[config.mk]
export PLATFORM = sky130hd
export DESIGN_NAME = ceq_channel
export DESIGN_NICKNAME = d
export VERILOG_FILES = /design/src/ceq_pkg.sv /design/src/ceq_fifo.sv /design/src/ceq_channel.sv
export SDC_FILE = /design/constraint.sdc
export NUM_CORES = 1
export LEC_CHECK = 0
export ABC_CLOCK_PERIOD_IN_PS = 6800
export BUFFER_PORTS_ARGS = -buffer_cell sky130_fd_sc_hd__clkbuf_2
export CAP_MARGIN = 10
export CORE_ASPECT_RATIO = 1.2
export CORE_MARGIN = 1.5
export CORE_UTILIZATION = 36
export DETAILED_ROUTE_END_ITERATION = 10
export PLACE_DENSITY = 0.49
export SKIP_CTS_REPAIR_TIMING = 1
export SLEW_MARGIN = 30
export SYNTH_ARGS = -nofsm -noshare
export SYNTH_HDL_FRONTEND = slang
export SYNTH_HIERARCHICAL = 1
export SYNTH_SLANG_ARGS = --single-unit
[constraint.sdc]
create_clock -name clk_i -period 6.8 [get_ports clk_i]
set_input_delay 0.34 -clock clk_i [delete_from_list [all_inputs] [get_ports clk_i]]
set_output_delay 0.34 -clock clk_i [all_outputs]
set_load 0.005 [all_outputs]
[src/ceq_pkg.sv]
// Package with constants and types for the channel error queue and frame recovery block
//
// Contract
// - Sixteen-deep error FIFO and interrupt per channel
// - Record is 8-bit code plus 24-bit info
// - Rx overrun at frame start logs 0x01
// - Rx overrun mid-frame logs 0x02
// - Rx bitmap exceeds size logs 0x03
// - Rx frame size below 8 logs 0x05
// - Tx config id mismatch logs 0x10
// - Tx underrun at frame start logs 0x11
// - Tx underrun mid-frame logs 0x12
// - Tx bitmap exceeds size logs 0x13
// - Tx frame size below 8 logs 0x15
// - Bus status nonzero logs 0xF0/0xF8 plus status
// - Append record, full drops and sets overflow
// - Overflow drops all until software clears
// - Head read keeps entry, write pops
// - Count register plus queue control register
// - Empty queue head reads zero
// - Early frame sync is ignored
// - Extra clocks after frame are ignored
// - Awaited sync restarts bit counter with delay
// - After clock outage finish frame, then resync
`default_nettype none

package ceq_pkg;
    // Record layout
    localparam int CODE_W = 8;
    localparam int INFO_W = 24;
    localparam int REC_W = 32;
    localparam int FIFO_DEPTH = 16;
    localparam int CNT_W = 5;
    // Fault codes
    localparam logic [7:0] CODE_NONE = 8'h00;
    localparam logic [7:0] CODE_RX_OVR_START = 8'h01;
    localparam logic [7:0] CODE_RX_OVR_MID = 8'h02;
    localparam logic [7:0] CODE_RX_SIZE_OVR = 8'h03;
    localparam logic [7:0] CODE_RX_SIZE_MIN = 8'h05;
    localparam logic [7:0] CODE_TX_CID_MISM = 8'h10;
    localparam logic [7:0] CODE_TX_UND_START = 8'h11;
    localparam logic [7:0] CODE_TX_UND_MID = 8'h12;
    localparam logic [7:0] CODE_TX_SIZE_OVR = 8'h13;
    localparam logic [7:0] CODE_TX_SIZE_MIN = 8'h15;
    localparam logic [7:0] CODE_BUS_RD_BASE = 8'hf0;
    localparam logic [7:0] CODE_BUS_WR_BASE = 8'hf8;
    localparam int NUM_SRC = 11;
    // Minimum frame size
    localparam logic [15:0] MIN_FRAME_SIZE = 16'h0008;
    // Wishbone map, byte addresses
    localparam logic [7:0] ADDR_QCTRL = 8'h00;
    localparam logic [7:0] ADDR_QCOUNT = 8'h04;
    localparam logic [7:0] ADDR_QHEAD = 8'h08;
    localparam logic [7:0] ADDR_SERCTL = 8'h0c;
    localparam logic [7:0] ADDR_SERSTAT = 8'h10;
    localparam int QCTRL_OVF_BIT = 0;
    localparam int SERCTL_DLY_LSB = 0;
    localparam int SERCTL_BITS_LSB = 8;
    // Reset values
    localparam logic [1:0] RST_DATA_DELAY = 2'h0;
    localparam logic [10:0] RST_FRAME_BITS = 11'h400;
    // Frame tracker states, gray along the path
    typedef enum logic [1:0] {
        CEQ_WAIT_SYNC = 2'b00,
        CEQ_DELAY = 2'b01,
        CEQ_RUN = 2'b11,
        CEQ_FLUSH = 2'b10
    } ceq_frame_state_t;
    // Fault record
    typedef struct packed {
        logic [CODE_W-1:0] code;
        logic [INFO_W-1:0] info;
    } ceq_rec_t;
    // Fault inputs from the channel logic
    typedef struct packed {
        logic rx_ovr_start;
        logic rx_ovr_mid;
        logic rx_size_ovr;
        logic rx_size_small;
        logic tx_cid_fetch;
        logic tx_und_start;
        logic tx_und_mid;
        logic tx_size_ovr;
        logic tx_size_small;
        logic bus_rd_done;
        logic bus_wr_done;
        logic [2:0] bus_rd_status;
        logic [2:0] bus_wr_status;
    } ceq_fault_t;
endpackage

`default_nettype wire

[src/ceq_fifo.sv]
// Sixteen-deep record FIFO with overflow latch
`default_nettype none

module ceq_fifo
#(
    parameter int DEPTH = 16,
    parameter int AW = 4
)
(
    // Clock and reset
    input wire logic clk_i,
    input wire logic rst_i,
    // Push side
    input wire logic push_i,
    input wire ceq_pkg::ceq_rec_t push_rec_i,
    // Pop and overflow clear
    input wire logic pop_i,
    input wire logic ovf_clr_i,
    // State
    output ceq_pkg::ceq_rec_t head_o,
    output logic [AW:0] count_o,
    output logic ovf_o,
    output logic accepted_o
);
    import ceq_pkg::*;

    ceq_rec_t mem [DEPTH]; // Record storage
    logic [AW-1:0] rd_ptr; // Oldest entry
    logic [AW-1:0] wr_ptr; // Next free slot
    logic full; // No room left
    logic empty; // Nothing held
    logic do_push; // Record really enqueued
    logic do_pop; // Head really removed

    assign full = (count_o == (AW+1)'(DEPTH));
    assign empty = (count_o == '0);
    // Latched overflow blocks pushes even with room
    assign do_push = push_i && !full && !ovf_o;
    assign do_pop = pop_i && !empty;
    assign accepted_o = do_push;

    // Head reads zero when empty
    assign head_o = empty ? '0 : mem[rd_ptr];

    // Storage write
    always_ff @(posedge clk_i)
    begin
        if (do_push)
        begin
            mem[wr_ptr] <= push_rec_i;
        end
    end

    // Pointers and count
    always_ff @(posedge clk_i)
    begin
        if (rst_i)
        begin
            rd_ptr <= '0;
            wr_ptr <= '0;
            count_o <= '0;
        end
        else
        begin
            if (do_push)
            begin
                wr_ptr <= wr_ptr + 1'b1;
            end
            if (do_pop)
            begin
                rd_ptr <= rd_ptr + 1'b1;
            end
            if (do_push && !do_pop)
            begin
                count_o <= count_o + 1'b1;
            end
            else if (do_pop && !do_push)
            begin
                count_o <= count_o - 1'b1;
            end
        end
    end

    // Overflow latch, set wins over clear
    always_ff @(posedge clk_i)
    begin
        if (rst_i)
        begin
            ovf_o <= 1'b0;
        end
        else if (push_i && (full || ovf_o))
        begin
            ovf_o <= 1'b1;
        end
        else if (ovf_clr_i)
        begin
            ovf_o <= 1'b0;
        end
    end
endmodule

`default_nettype wire

[src/ceq_channel.sv]
// One channel's fault coding, error queue, Wishbone slave and frame recovery
//
// The register addresses and the Wishbone slave port were decided locally.
`default_nettype none

module ceq_channel
#(
    parameter int DEPTH = 16
)
(
    // Clock and reset
    input wire logic clk_i,
    input wire logic rst_i,
    // Wishbone slave
    input wire logic cyc_i,
    input wire logic stb_i,
    input wire logic we_i,
    input wire logic [7:0] adr_i,
    input wire logic [3:0] sel_i,
    input wire logic [31:0] dat_i,
    output logic [31:0] dat_o,
    output logic ack_o,
    // Fault events and info sources
    input wire ceq_pkg::ceq_fault_t fault_i,
    input wire logic [23:0] rx_free_frame_counter_i,
    input wire logic [23:0] tx_free_frame_counter_i,
    input wire logic [7:0] active_config_id_i,
    input wire logic [7:0] fetched_frame_config_id_i,
    input wire logic [15:0] rx_frame_size_i,
    input wire logic [15:0] tx_frame_size_i,
    // Serial side, one enable pulse per serial clock
    input wire logic ser_clk_en_i,
    input wire logic frame_sync_i,
    // Error interrupt and serial status
    output logic err_int_o,
    output logic slot_en_o,
    output logic [10:0] bit_count_o,
    output logic frame_start_o
);
    import ceq_pkg::*;

    // Fault record arbitration
    logic [NUM_SRC-1:0] req; // One bit per fault source
    ceq_rec_t recs [NUM_SRC]; // Candidate records
    ceq_rec_t next_rec; // Chosen record this cycle
    logic next_push; // Some source reports
    logic [NUM_SRC-1:0] pend; // Events waiting their turn
    ceq_rec_t held [NUM_SRC]; // Record frozen while its event waits
    logic [NUM_SRC-1:0] all_req; // New plus waiting
    logic [NUM_SRC-1:0] grant; // Served this cycle
    // Queue state
    ceq_rec_t head; // Oldest record
    logic [4:0] count; // Records held
    logic ovf; // Overflow flag
    logic accepted; // Record really enqueued
    logic pop; // Head write strobe
    logic ovf_clr; // Control write clears overflow
    // Bus decode
    logic acc; // Access in progress
    logic hit_qctrl; // Queue control selected
    logic hit_qcount; // Record count selected
    logic hit_qhead; // Queue head selected
    logic hit_serctl; // Serial control selected
    logic hit_serstat; // Serial status selected
    logic [1:0] data_delay; // Programmed bit delay
    logic [10:0] frame_bits; // Programmed frame length
    // Frame tracker
    ceq_frame_state_t fstate; // Tracker state
    logic [10:0] bit_cnt; // Bit counter within frame
    logic [1:0] dly_cnt; // Delay counter

    // Fixed candidate records, one per source
    always_comb
    begin
        recs[0] = '{CODE_RX_OVR_START, rx_free_frame_counter_i};
        recs[1] = '{CODE_RX_OVR_MID, rx_free_frame_counter_i};
        recs[2] = '{CODE_RX_SIZE_OVR, {16'h0000, active_config_id_i}};
        recs[3] = '{CODE_RX_SIZE_MIN, {16'h0000, active_config_id_i}};
        recs[4] = '{CODE_TX_CID_MISM, {8'h00, active_config_id_i, fetched_frame_config_id_i}};
        recs[5] = '{CODE_TX_UND_START, tx_free_frame_counter_i};
        recs[6] = '{CODE_TX_UND_MID, tx_free_frame_counter_i};
        recs[7] = '{CODE_TX_SIZE_OVR, {16'h0000, active_config_id_i}};
        recs[8] = '{CODE_TX_SIZE_MIN, {16'h0000, active_config_id_i}};
        recs[9] = '{CODE_BUS_RD_BASE | {5'h00, fault_i.bus_rd_status}, 24'h000000};
        recs[10] = '{CODE_BUS_WR_BASE | {5'h00, fault_i.bus_wr_status}, 24'h000000};
    end

    // Event requests; min-size faults also raised by a start overrun or underrun with a frame below the minimum
    always_comb
    begin
        req[0] = fault_i.rx_ovr_start;
        req[1] = fault_i.rx_ovr_mid;
        req[2] = fault_i.rx_size_ovr;
        req[3] = fault_i.rx_size_small || (fault_i.rx_ovr_start && rx_frame_size_i < MIN_FRAME_SIZE);
        req[4] = fault_i.tx_cid_fetch && (fetched_frame_config_id_i != active_config_id_i);
        req[5] = fault_i.tx_und_start;
        req[6] = fault_i.tx_und_mid;
        req[7] = fault_i.tx_size_ovr;
        req[8] = fault_i.tx_size_small || (fault_i.tx_und_start && tx_frame_size_i < MIN_FRAME_SIZE);
        req[9] = fault_i.bus_rd_done && (fault_i.bus_rd_status != 3'h0);
        req[10] = fault_i.bus_wr_done && (fault_i.bus_wr_status != 3'h0);
    end

    // Lowest index wins; others wait so no simultaneous fault is lost
    assign all_req = req | pend;
    always_comb
    begin
        grant = '0;
        next_rec = '0;
        for (int i = NUM_SRC - 1; i >= 0; i--)
        begin
            if (all_req[i])
            begin
                grant = '0;
                grant[i] = 1'b1;
                next_rec = pend[i] ? held[i] : recs[i];
            end
        end
    end
    // Any request, new or waiting, asks for a push
    assign next_push = |all_req;

    // Pending events; a waiting event is served with the info held from its own cycle
    always_ff @(posedge clk_i)
    begin
        if (rst_i)
        begin
            pend <= '0;
        end
        else
        begin
            // A repeat from a source already waiting merges into it
            pend <= all_req & ~grant;
        end
    end

    // Waiting events keep their own cycle's info; bus status is gone by service time
    for (genvar g = 0; g < NUM_SRC; g++)
    begin : g_held
        always_ff @(posedge clk_i)
        begin
            if (req[g] && !pend[g])
            begin
                held[g] <= recs[g];
            end
        end
    end

    // Error queue
    ceq_fifo #(.DEPTH(DEPTH), .AW(4)) u_fifo
    (
        .clk_i(clk_i),
        .rst_i(rst_i),
        .push_i(next_push),
        .push_rec_i(next_rec),
        .pop_i(pop),
        .ovf_clr_i(ovf_clr),
        .head_o(head),
        .count_o(count),
        .ovf_o(ovf),
        .accepted_o(accepted)
    );

    // One-cycle interrupt per enqueued record
    always_ff @(posedge clk_i)
    begin
        if (rst_i)
        begin
            err_int_o <= 1'b0;
        end
        else
        begin
            // Dropped records never pulse; software sees them as overflow
            err_int_o <= accepted;
        end
    end

    // Register select, shared by the write strobes and the read mux
    function automatic logic reg_hit(input logic [7:0] a, input logic [7:0] map_adr);
    begin
        reg_hit = (a == map_adr);
    end
    endfunction

    // Address decode for every mapped register
    assign hit_qctrl = reg_hit(adr_i, ADDR_QCTRL);
    assign hit_qcount = reg_hit(adr_i, ADDR_QCOUNT);
    assign hit_qhead = reg_hit(adr_i, ADDR_QHEAD);
    assign hit_serctl = reg_hit(adr_i, ADDR_SERCTL);
    assign hit_serstat = reg_hit(adr_i, ADDR_SERSTAT);

    // Wishbone: ack one cycle after the request, then drops
    assign acc = cyc_i && stb_i && !ack_o;
    always_ff @(posedge clk_i)
    begin
        if (rst_i)
        begin
            ack_o <= 1'b0;
        end
        else
        begin
            ack_o <= acc;
        end
    end

    // Write strobes take effect with the ack
    assign pop = ack_o && we_i && hit_qhead;
    assign ovf_clr = ack_o && we_i && hit_qctrl && sel_i[0] && dat_i[QCTRL_OVF_BIT];

    // Serial control register
    // Taken at the request edge, so a new length applies at once
    always_ff @(posedge clk_i)
    begin
        if (rst_i)
        begin
            data_delay <= RST_DATA_DELAY;
            frame_bits <= RST_FRAME_BITS;
        end
        else if (acc && we_i && hit_serctl)
        begin
            if (sel_i[0])
            begin
                data_delay <= dat_i[SERCTL_DLY_LSB +: 2];
            end
            if (sel_i[1])
            begin
                frame_bits <= dat_i[SERCTL_BITS_LSB +: 11];
            end
        end
    end

    // Read data, registered; unmapped reads zero
    always_ff @(posedge clk_i)
    begin
        if (rst_i)
        begin
            dat_o <= '0;
        end
        else if (acc && !we_i)
        begin
            if (hit_qctrl)
            begin
                dat_o <= {31'h0, ovf};
            end
            else if (hit_qcount)
            begin
                dat_o <= {27'h0, count};
            end
            else if (hit_qhead)
            begin
                dat_o <= head;
            end
            else if (hit_serctl)
            begin
                // Delay in bits 1:0, frame length in bits 18:8
                dat_o <= {13'h0, frame_bits, 6'h0, data_delay};
            end
            else if (hit_serstat)
            begin
                // State in bits 1:0, bit counter in bits 12:2
                dat_o <= {19'h0, bit_cnt, fstate};
            end
            else
            begin
                dat_o <= '0;
            end
        end
    end

    // Frame tracker, advancing only on serial clock enables.
    // A stopped serial clock simply freezes it mid-frame, so on restore
    // the rest of that frame is counted out with syncs ignored.
    always_ff @(posedge clk_i)
    begin
        if (rst_i)
        begin
            fstate <= CEQ_WAIT_SYNC;
            bit_cnt <= '0;
            dly_cnt <= '0;
        end
        else if (ser_clk_en_i)
        begin
            case (fstate)
                CEQ_WAIT_SYNC:
                begin
                    // Extra clocks ignored until a sync
                    if (frame_sync_i)
                    begin
                        bit_cnt <= '0;
                        dly_cnt <= data_delay;
                        fstate <= (data_delay == 2'h0) ? CEQ_RUN : CEQ_DELAY;
                    end
                end
                CEQ_DELAY:
                begin
                    // Count out the programmed data delay
                    if (dly_cnt == 2'h1)
                    begin
                        fstate <= CEQ_RUN;
                    end
                    dly_cnt <= dly_cnt - 2'h1;
                end
                CEQ_RUN:
                begin
                    // Syncs inside the frame are ignored
                    // Greater-or-equal also ends a frame shortened mid-frame
                    if (bit_cnt >= frame_bits - 11'h1)
                    begin
                        fstate <= CEQ_FLUSH;
                    end
                    else
                    begin
                        bit_cnt <= bit_cnt + 11'h1;
                    end
                end
                CEQ_FLUSH:
                begin
                    // Frame done; on-time sync starts the next one
                    if (frame_sync_i)
                    begin
                        bit_cnt <= '0;
                        dly_cnt <= data_delay;
                        fstate <= (data_delay == 2'h0) ? CEQ_RUN : CEQ_DELAY;
                    end
                    else
                    begin
                        fstate <= CEQ_WAIT_SYNC;
                    end
                end
                default:
                begin
                    fstate <= CEQ_WAIT_SYNC;
                end
            endcase
        end
    end

    // Timeslot events only while the frame runs
    // Nothing while waiting for a sync or in the flush clock
    assign slot_en_o = (fstate == CEQ_RUN) && ser_clk_en_i;
    assign bit_count_o = bit_cnt;
    assign frame_start_o = slot_en_o && (bit_cnt == '0);
endmodule

`default_nettype wire

# --- Word level (Yosys, flattened, before mapping) ---
# Memory sizes are Yosys's and may differ from the RTL's. A register that Yosys moved wholly into a read port is not among the register bits.
# Cells that the tools add are included.
totals:
  register_bits: 87
  ramBits: 864
  inputBits: 164
  output_inout_bits: 47
  word_cells: 196
  mem_count: 2
memory_table:
  columns: ["memory", "words", "word_bits", "read_ports", "rd_clocked_by_memory_dff", "wr", "line", "source"]
  rows:
  - ["u_fifo.mem", 16, 32, 1, 1, 1, "ceq_fifo.sv:27", "ceq_rec_t mem [DEPTH];"]
  - ["held", 11, 32, 11, 0, 11, "ceq_channel.sv:48", "ceq_rec_t held [NUM_SRC];"]
op_classes:
  addsub: 7
  order_cmp: 3
  n_eq_ne: 15
  n_mux: 80
  bitwise_logic: 3
  n_reduce_logical: 73
op_table:
  columns: ["op", "count"]
  rows:
  - ["2-to-1 mux 32 bit", 26]
  - ["2-to-1 mux 11 bit", 13]
  - ["logical AND 1 bit", 34]
  - ["less-than comparator 16 x 4 -> 1 bit, second input constant", 2]
  - ["2-to-1 mux 1 bit", 26]
  - ["case mux 11 bit (2 select lines)", 1]
  - ["2-to-1 mux 19 bit", 1]
  - ["zero test 1 bit", 18]
  - ["equality test 8 x 4 -> 1 bit, second input constant", 2]
  - ["2-to-1 mux 13 bit", 1]
  - ["2-to-1 mux 2 bit", 6]
  - ["adder 11 x 1 -> 11 bit, second input constant", 1]
  - ["bitwise AND 11 bit", 1]
  - [">= comparator 11 bit", 1]
  - ["zero test 11 bit", 1]
  - ["inverter 11 bit", 1]
  - ["bitwise OR 11 bit", 1]
  - ["OR reduction 11 bit", 1]
  - ["subtractor 11 x 1 -> 11 bit, second input constant", 1]
  - ["2-to-1 mux 5 bit", 2]
  - ["adder 4 x 1 -> 4 bit, second input constant", 2]
  - ["equality test 8 x 3 -> 1 bit, second input constant", 1]
  - ["equality test 8 x 5 -> 1 bit, second input constant", 1]
  - ["zero test 8 bit", 1]
  - ["other kinds (21)", 36]

# --- Logic depth before layout (Yosys ltp) ---
depth:
  ltp_word: 17
  ltp_mapped: 15
  mapped_depth_nobuf: 15

# --- Cells and area by module ---
# The synthesis kept the hierarchy.
modules_own_cells:
  columns: ["module", "n_inst", "cells_per_inst", "area_each_um2", "seq_area_each_um2"]
  rows:
  - ["ceq_fifo", 1, 897, 20374.5, 15735.1]
  - ["ceq_channel", 1, 956, 9781.9, 5225.0]

# --- Worst setup path after synthesis ---
# No wires, ideal clock.
synth_path:
  path_kind: "in2reg"
  from: "input rx_frame_size_i[15]"
  to: "memory u_fifo/mem[0][0] (netlist bit) (enable)"
  setup_time_ns: 0.461
  t_arrival_ns: 4.421
  t_required_ns: 6.339
  slack_ns: 1.918
  path_stages: 10
  path_buffers: 0
  cell_sequence: "nor4_1 -> a41oi_2 -> nand2_1 -> nor4b_4 -> and2_1 -> nand2_1 -> inv_1 -> a211oi_2 -> nand2_1 -> nor3_1"
synth_between:
  elab_chain_len: 9
synth_rtl:
  columns: ["element", "line", "source"]
  rows:
  - ["start, declared", "ceq_channel.sv:29", "input wire logic [15:0] rx_frame_size_i,"]
  - ["less-than comparator 16 x 4 -> 1 bit", "ceq_channel.sv:94", "req[3] = fault_i.rx_size_small || (fault_i.rx_ovr_start && rx_frame_size_i < MIN_FRAME_SIZE);"]
  - ["logical AND 1 bit", "ceq_channel.sv:94", null]
  - ["logical OR 1 bit", "ceq_channel.sv:94", null]
  - ["bitwise OR 11 bit", "ceq_channel.sv:105", "assign all_req = req | pend;"]
  - ["OR reduction 11 bit", "ceq_channel.sv:121", "assign next_push = |all_req;"]
  - ["net next_push", "ceq_channel.sv:46", "logic next_push;"]
  - ["logical AND 1 bit (2 in series)", "ceq_fifo.sv:38", "assign do_push = push_i && !full && !ovf_o;"]
  - ["net accepted", "ceq_channel.sv:55", "logic accepted;"]
  - ["2-to-1 mux 1 bit", "ceq_fifo.sv:48", "if (do_push)"]
  - ["2-to-1 mux 1 bit (not written as such)", "ceq_fifo.sv:50", "mem[wr_ptr] <= push_rec_i;"]
  - ["end, declared", "ceq_fifo.sv:27", null]
# The timed path passes the listed nets, and every way through them passes these cells.

# --- Worst setup path in the final report ---
layout_path:
  from: "register pend[1]"
  to: "register u_fifo.count_o[4]"
layout_between:
  elab_chain_len: 7
  word_cells_on_any_way: 9
  cone_classes: "mux: 1; bitwise: 1; reduce/logical: 7"
layout_rtl:
  columns: ["element", "line", "source"]
  rows:
  - ["start, declared", "ceq_channel.sv:47", "logic [NUM_SRC-1:0] pend;"]
  - ["start signal, assigned", "ceq_channel.sv:133", "pend <= all_req & ~grant;"]
  - ["bitwise OR 11 bit (*)", "ceq_channel.sv:105", null]
  - ["OR reduction 11 bit (*)", "ceq_channel.sv:121", null]
  - ["net next_push", "ceq_channel.sv:46", null]
  - ["logical AND 1 bit (*) (2 in series)", "ceq_fifo.sv:38", null]
  - ["net accepted", "ceq_channel.sv:55", null]
  - ["zero test 1 bit", "ceq_fifo.sv:77", "else if (do_pop && !do_push)"]
  - ["logical AND 1 bit", "ceq_fifo.sv:77", null]
  - ["nonzero test 2 bit (no line)", null, null]
  - ["end signal, assigned", "ceq_fifo.sv:75", "count_o <= count_o + 1'b1;"]
  - ["end signal, assigned", "ceq_fifo.sv:79", "count_o <= count_o - 1'b1;"]
  - ["end, declared", "ceq_fifo.sv:21", "output logic [AW:0] count_o,"]
# Mark *: on every way through the listed nets, which the timed path passes. The rest lies on a longest branch.
# A chain may end at the register's enable or synchronous reset.

==> results.toml <==
[run_status]
status = "complete, but fails checks"
violations = "negative hold slack"

[detailed_routing]
postRouteAntennaNets = 0
first_pass_iters = 8
drt-total-wl_mm = 80.59
route.detailed.drc = 0
wl_per_cell_um = 24.19
via_per_inst = 5.404
vias = 18000
drtIter0Drc = 1270

[timing]
slew_viol_final = 0
setup_viol = 0
relSlewSlack_pct = 37.67
layout_min_cycle_time_ns = 4.424
rsz0062_at_grt = "no"
max_freq_mhz = 226.1
hold_violations = 2
period_share_pct = 65.06
whs_ns = -0.01996
tightest_slew_ns = 0.9350
setup_tns_ns = 0
skew_ns = 0.02639

[power_and_ir_drop]
switching_power_uw = 3022
p_per_area_nw_per_um2 = 317.1
p_int_uw = 8412
ir_drop_mv = 0.2323
p_leak_uw = 0.01201
p_total_uw = 11430
switching_share_pct = 26.43
pwr-share-seq_pct = 48.1
clock_power_share_pct = 36.7
combinationalPowerShare_pct = 15.2

[die]
die_w_um = 267.2
core_um2 = 83160
rows = 116
dieArea_um2 = 85520
io_pins = 211
initial_core_util_pct = 36.26
die_h_um = 320.1

[placed_design]
place.gp.congestion = 0.8438
portBuffers = 183
placed_area_um2 = 32770
dp_hpwl_mm = 51.23

[clocking]
numCtsBuffers = 80
cts_num_sinks = 728
cts-htree-levels = 3
clkTransAtPathRegs_ns = 0.06
cts_root_buf = "clkbuf_16"
cts_buffer_depth = 3
cts_tree = "built"
clock_latency_ns = 0.63

[grt]
antenna_found_initial = 0
gr-total-overflow = 0
grt_pass1_wl_mm = 117.9
grt_pass1_vias = 18100
grt_max_degree = 83
grtUsageTotal_pct = 18.77

[synth]
ys_warn_count = 6
ys_seq_area_share_pct = 69.50
synth-edff-count = 638
yosysUniqueCellTypes = 81
avgSynthCellArea_um2 = 16.27
syn-instance-count = 1853
synth.net_count = 2042
synth-async-reset-ratio_pct = 0
synthFlopType = "edfxtp_1"
synth-seq-cells = 728
netlist_area_um2 = 30160

[setup_path]
cp_data_required_time_ns = 7.31
critPathCaptureType = "flip-flop"
cpPeakStageDelay_ns = 0.54
crit_start = "pend[1]"
crit_buf_inv = 2
critPathSlowestCell = "nor3_1"
cp_max_fo = 13
crit_arrival_ns = 4.93
worst_setup_path_start_kind = "flip-flop"
rr_startpoint = "pend[1]"
critPathKind = "flip-flop to flip-flop"
path_delay_family = "simple AND/OR/NAND/NOR gates"
worstPathCellList = "nor3_1 > and2_1 > nand2_1 > nor4b_4 > and2_1 > nand2_1 > inv_1 > a211oi_2 > ha_1 > inv_1 > ha_1 > a21oi_1 > a211oi_1 > a31oi_1 > mux2_2"

[cells_and_area]
area.growth.synth_to_final_pct = 19.58
final_area_um2 = 36060
finalNetCount = 2333
final.fill_count = 7492
final_layout_size_suffix_gt1_share_pct = 26.42

[job]
maxCapViolations = 0

[min_path]
min-delay-path-class = "primary input to flip-flop"
hold_start = "dat_i[9]"
power groups by stage:
stage	combinational (uW)	sequential, uW	clock (uW)
floorplan	926	5560	0
global placement	1690	5570	0
detailed placement	1730	5590	0
CTS	1730	5500	4310
global route	1870	5530	4480
finish	1740	5500	4200
path summary, 6_finish.rpt:
path | depth (start not counted) | to | slack (ns)
setup / recovery | 15 | u_fifo/count_o[4] | 2.38
hold reg to reg | 2 | dat_o[22] | 0.45
hold / removal | 3 | frame_bits[1] | -0.02
setup reg to reg | 15 | u_fifo/count_o[4] | 2.38
cells in the mapped netlist (all sizes together) (8+ instances only):
cell | n | area, um2
a211oi | 11 | 92.58
a21oi | 78 | 394.1
a221o | 55 | 550.5
a221oi | 11 | 96.34
a222oi | 9 | 90.09
a22oi | 28 | 210.2
a311oi | 9 | 78.83
a31oi | 9 | 56.30
and3 | 8 | 50.05
buf | 53 | 317.8
clkbuf | 55 | 256.5
dfxtp | 90 | 1802
edfxtp | 638 | 19160
ha | 24 | 300.3
inv | 37 | 138.9
mux2 | 36 | 405.4
mux2i | 8 | 80.08
mux4 | 128 | 2883
nand2 | 102 | 385.4
nand2b | 18 | 112.6
nand3 | 29 | 145.1
nand3b | 8 | 60.06
nand4 | 10 | 62.56
nor2 | 97 | 364.1
nor2b | 52 | 332.8
nor3 | 31 | 155.2
nor4 | 13 | 87.58
o211ai | 9 | 72.57
o21ai | 72 | 364.1
o22ai | 10 | 62.56
or3 | 9 | 62.56
xnor2 | 17 | 148.9
xor2 | 10 | 87.58
area by class of cell:
class	count	area, um2	area share, %
diodes	3	7.507	0.02082
clock buffers	100	2161	5.992
clock inverters	45	375.4	1.041
inverters	37	138.9	0.3851
multi-input cells	980	8717	24.17
flip-flops and latches	728	20970	58.16
well taps	1121	1403	3.890
repair buffers	317	2286	6.339
worst min-delay path, stage by stage:
cell	delay [ns]
clkbuf_2	0.08
nand2_1	0.06
a21oi_1	0.06
registers in the layout, indices dropped and copies added (netlist names), named ones only:
| name | cells |
|---|---|
| u_fifo/mem | 512 |
| held | 126 |
| dat_o | 32 |
| bit_count_o | 11 |
| frame_bits | 11 |
| pend | 10 |
| u_fifo/count_o | 5 |
| u_fifo/rd_ptr | 4 |
| u_fifo/wr_ptr | 4 |
| data_delay | 2 |
| dly_cnt | 2 |
| fstate | 2 |
| ack_o | 1 |
| err_int_o | 1 |
| u_fifo/ovf_o | 1 |
kinds of logic (layout without fill, tap and decap cells):
group           count (synthesis)  count (layout)  share of synthesized area (%)
compound gates                351             351                          8.306
xor+xnor                       27              27                         0.7841
fa+ha+maj                      25              25                          1.062
buf+inv                       145             499                          2.365
flops                         728             728                          69.50
mux                           172             172                          11.17
other cells                     0               3                              0
simple gates                  405             405                          6.809
layout by cell type, fill, tap and decap left out, types with 10 or more instances in the layout:
cell,synthesis,final
dfxtp_1,90,87
nor2_4,0,13
a21oi_1,77,75
nand4_1,10,10
inv_1,37,37
buf_4,5,51
o21ai_1,8,11
o21ai_0,63,54
nand2_1,101,101
nand2b_1,18,18
a22oi_1,28,28
clkinv_2,0,15
nor2_1,97,81
xor2_1,10,10
xnor2_1,17,17
clkinv_1,0,16
mux2_2,36,36
edfxtp_1,638,638
a221oi_1,11,11
nand3_1,29,29
clkbuf_1,50,15
nor4_1,12,11
nor3_1,31,26
clkbuf_2,0,182
clkbuf_16,0,83
dlygate4sd3_1,0,72
a221o_1,55,55
nor2b_1,51,49
ha_1,24,24
mux4_2,128,128
routing by layer:
| metal | GRT usage (%) | vias up | wire length, um |
|---|---|---|---|
| li1 | - | 8046 | - |
| met1 | 24.01 | 9329 | 34230 |
| met3 | 2.941 | 98 | 3896 |
| met5 | 0 | - | 0 |
| met2 | 32.64 | 527 | 40620 |
| met4 | 5.606 | 0 | 1839 |
metrics by stage:
stage          setup slack, ns  cells  util, %
3_3_place_gp             2.188   3104    39.13
3_5_place_dp             2.213   3111    39.41
2_1_floorplan            1.918   1853        -
4_1_cts                  2.363   3256    42.46
6_report                 2.376   3331    43.36
5_1_grt                  2.094   3328    43.35
Power figures use the tool's default switching activity.
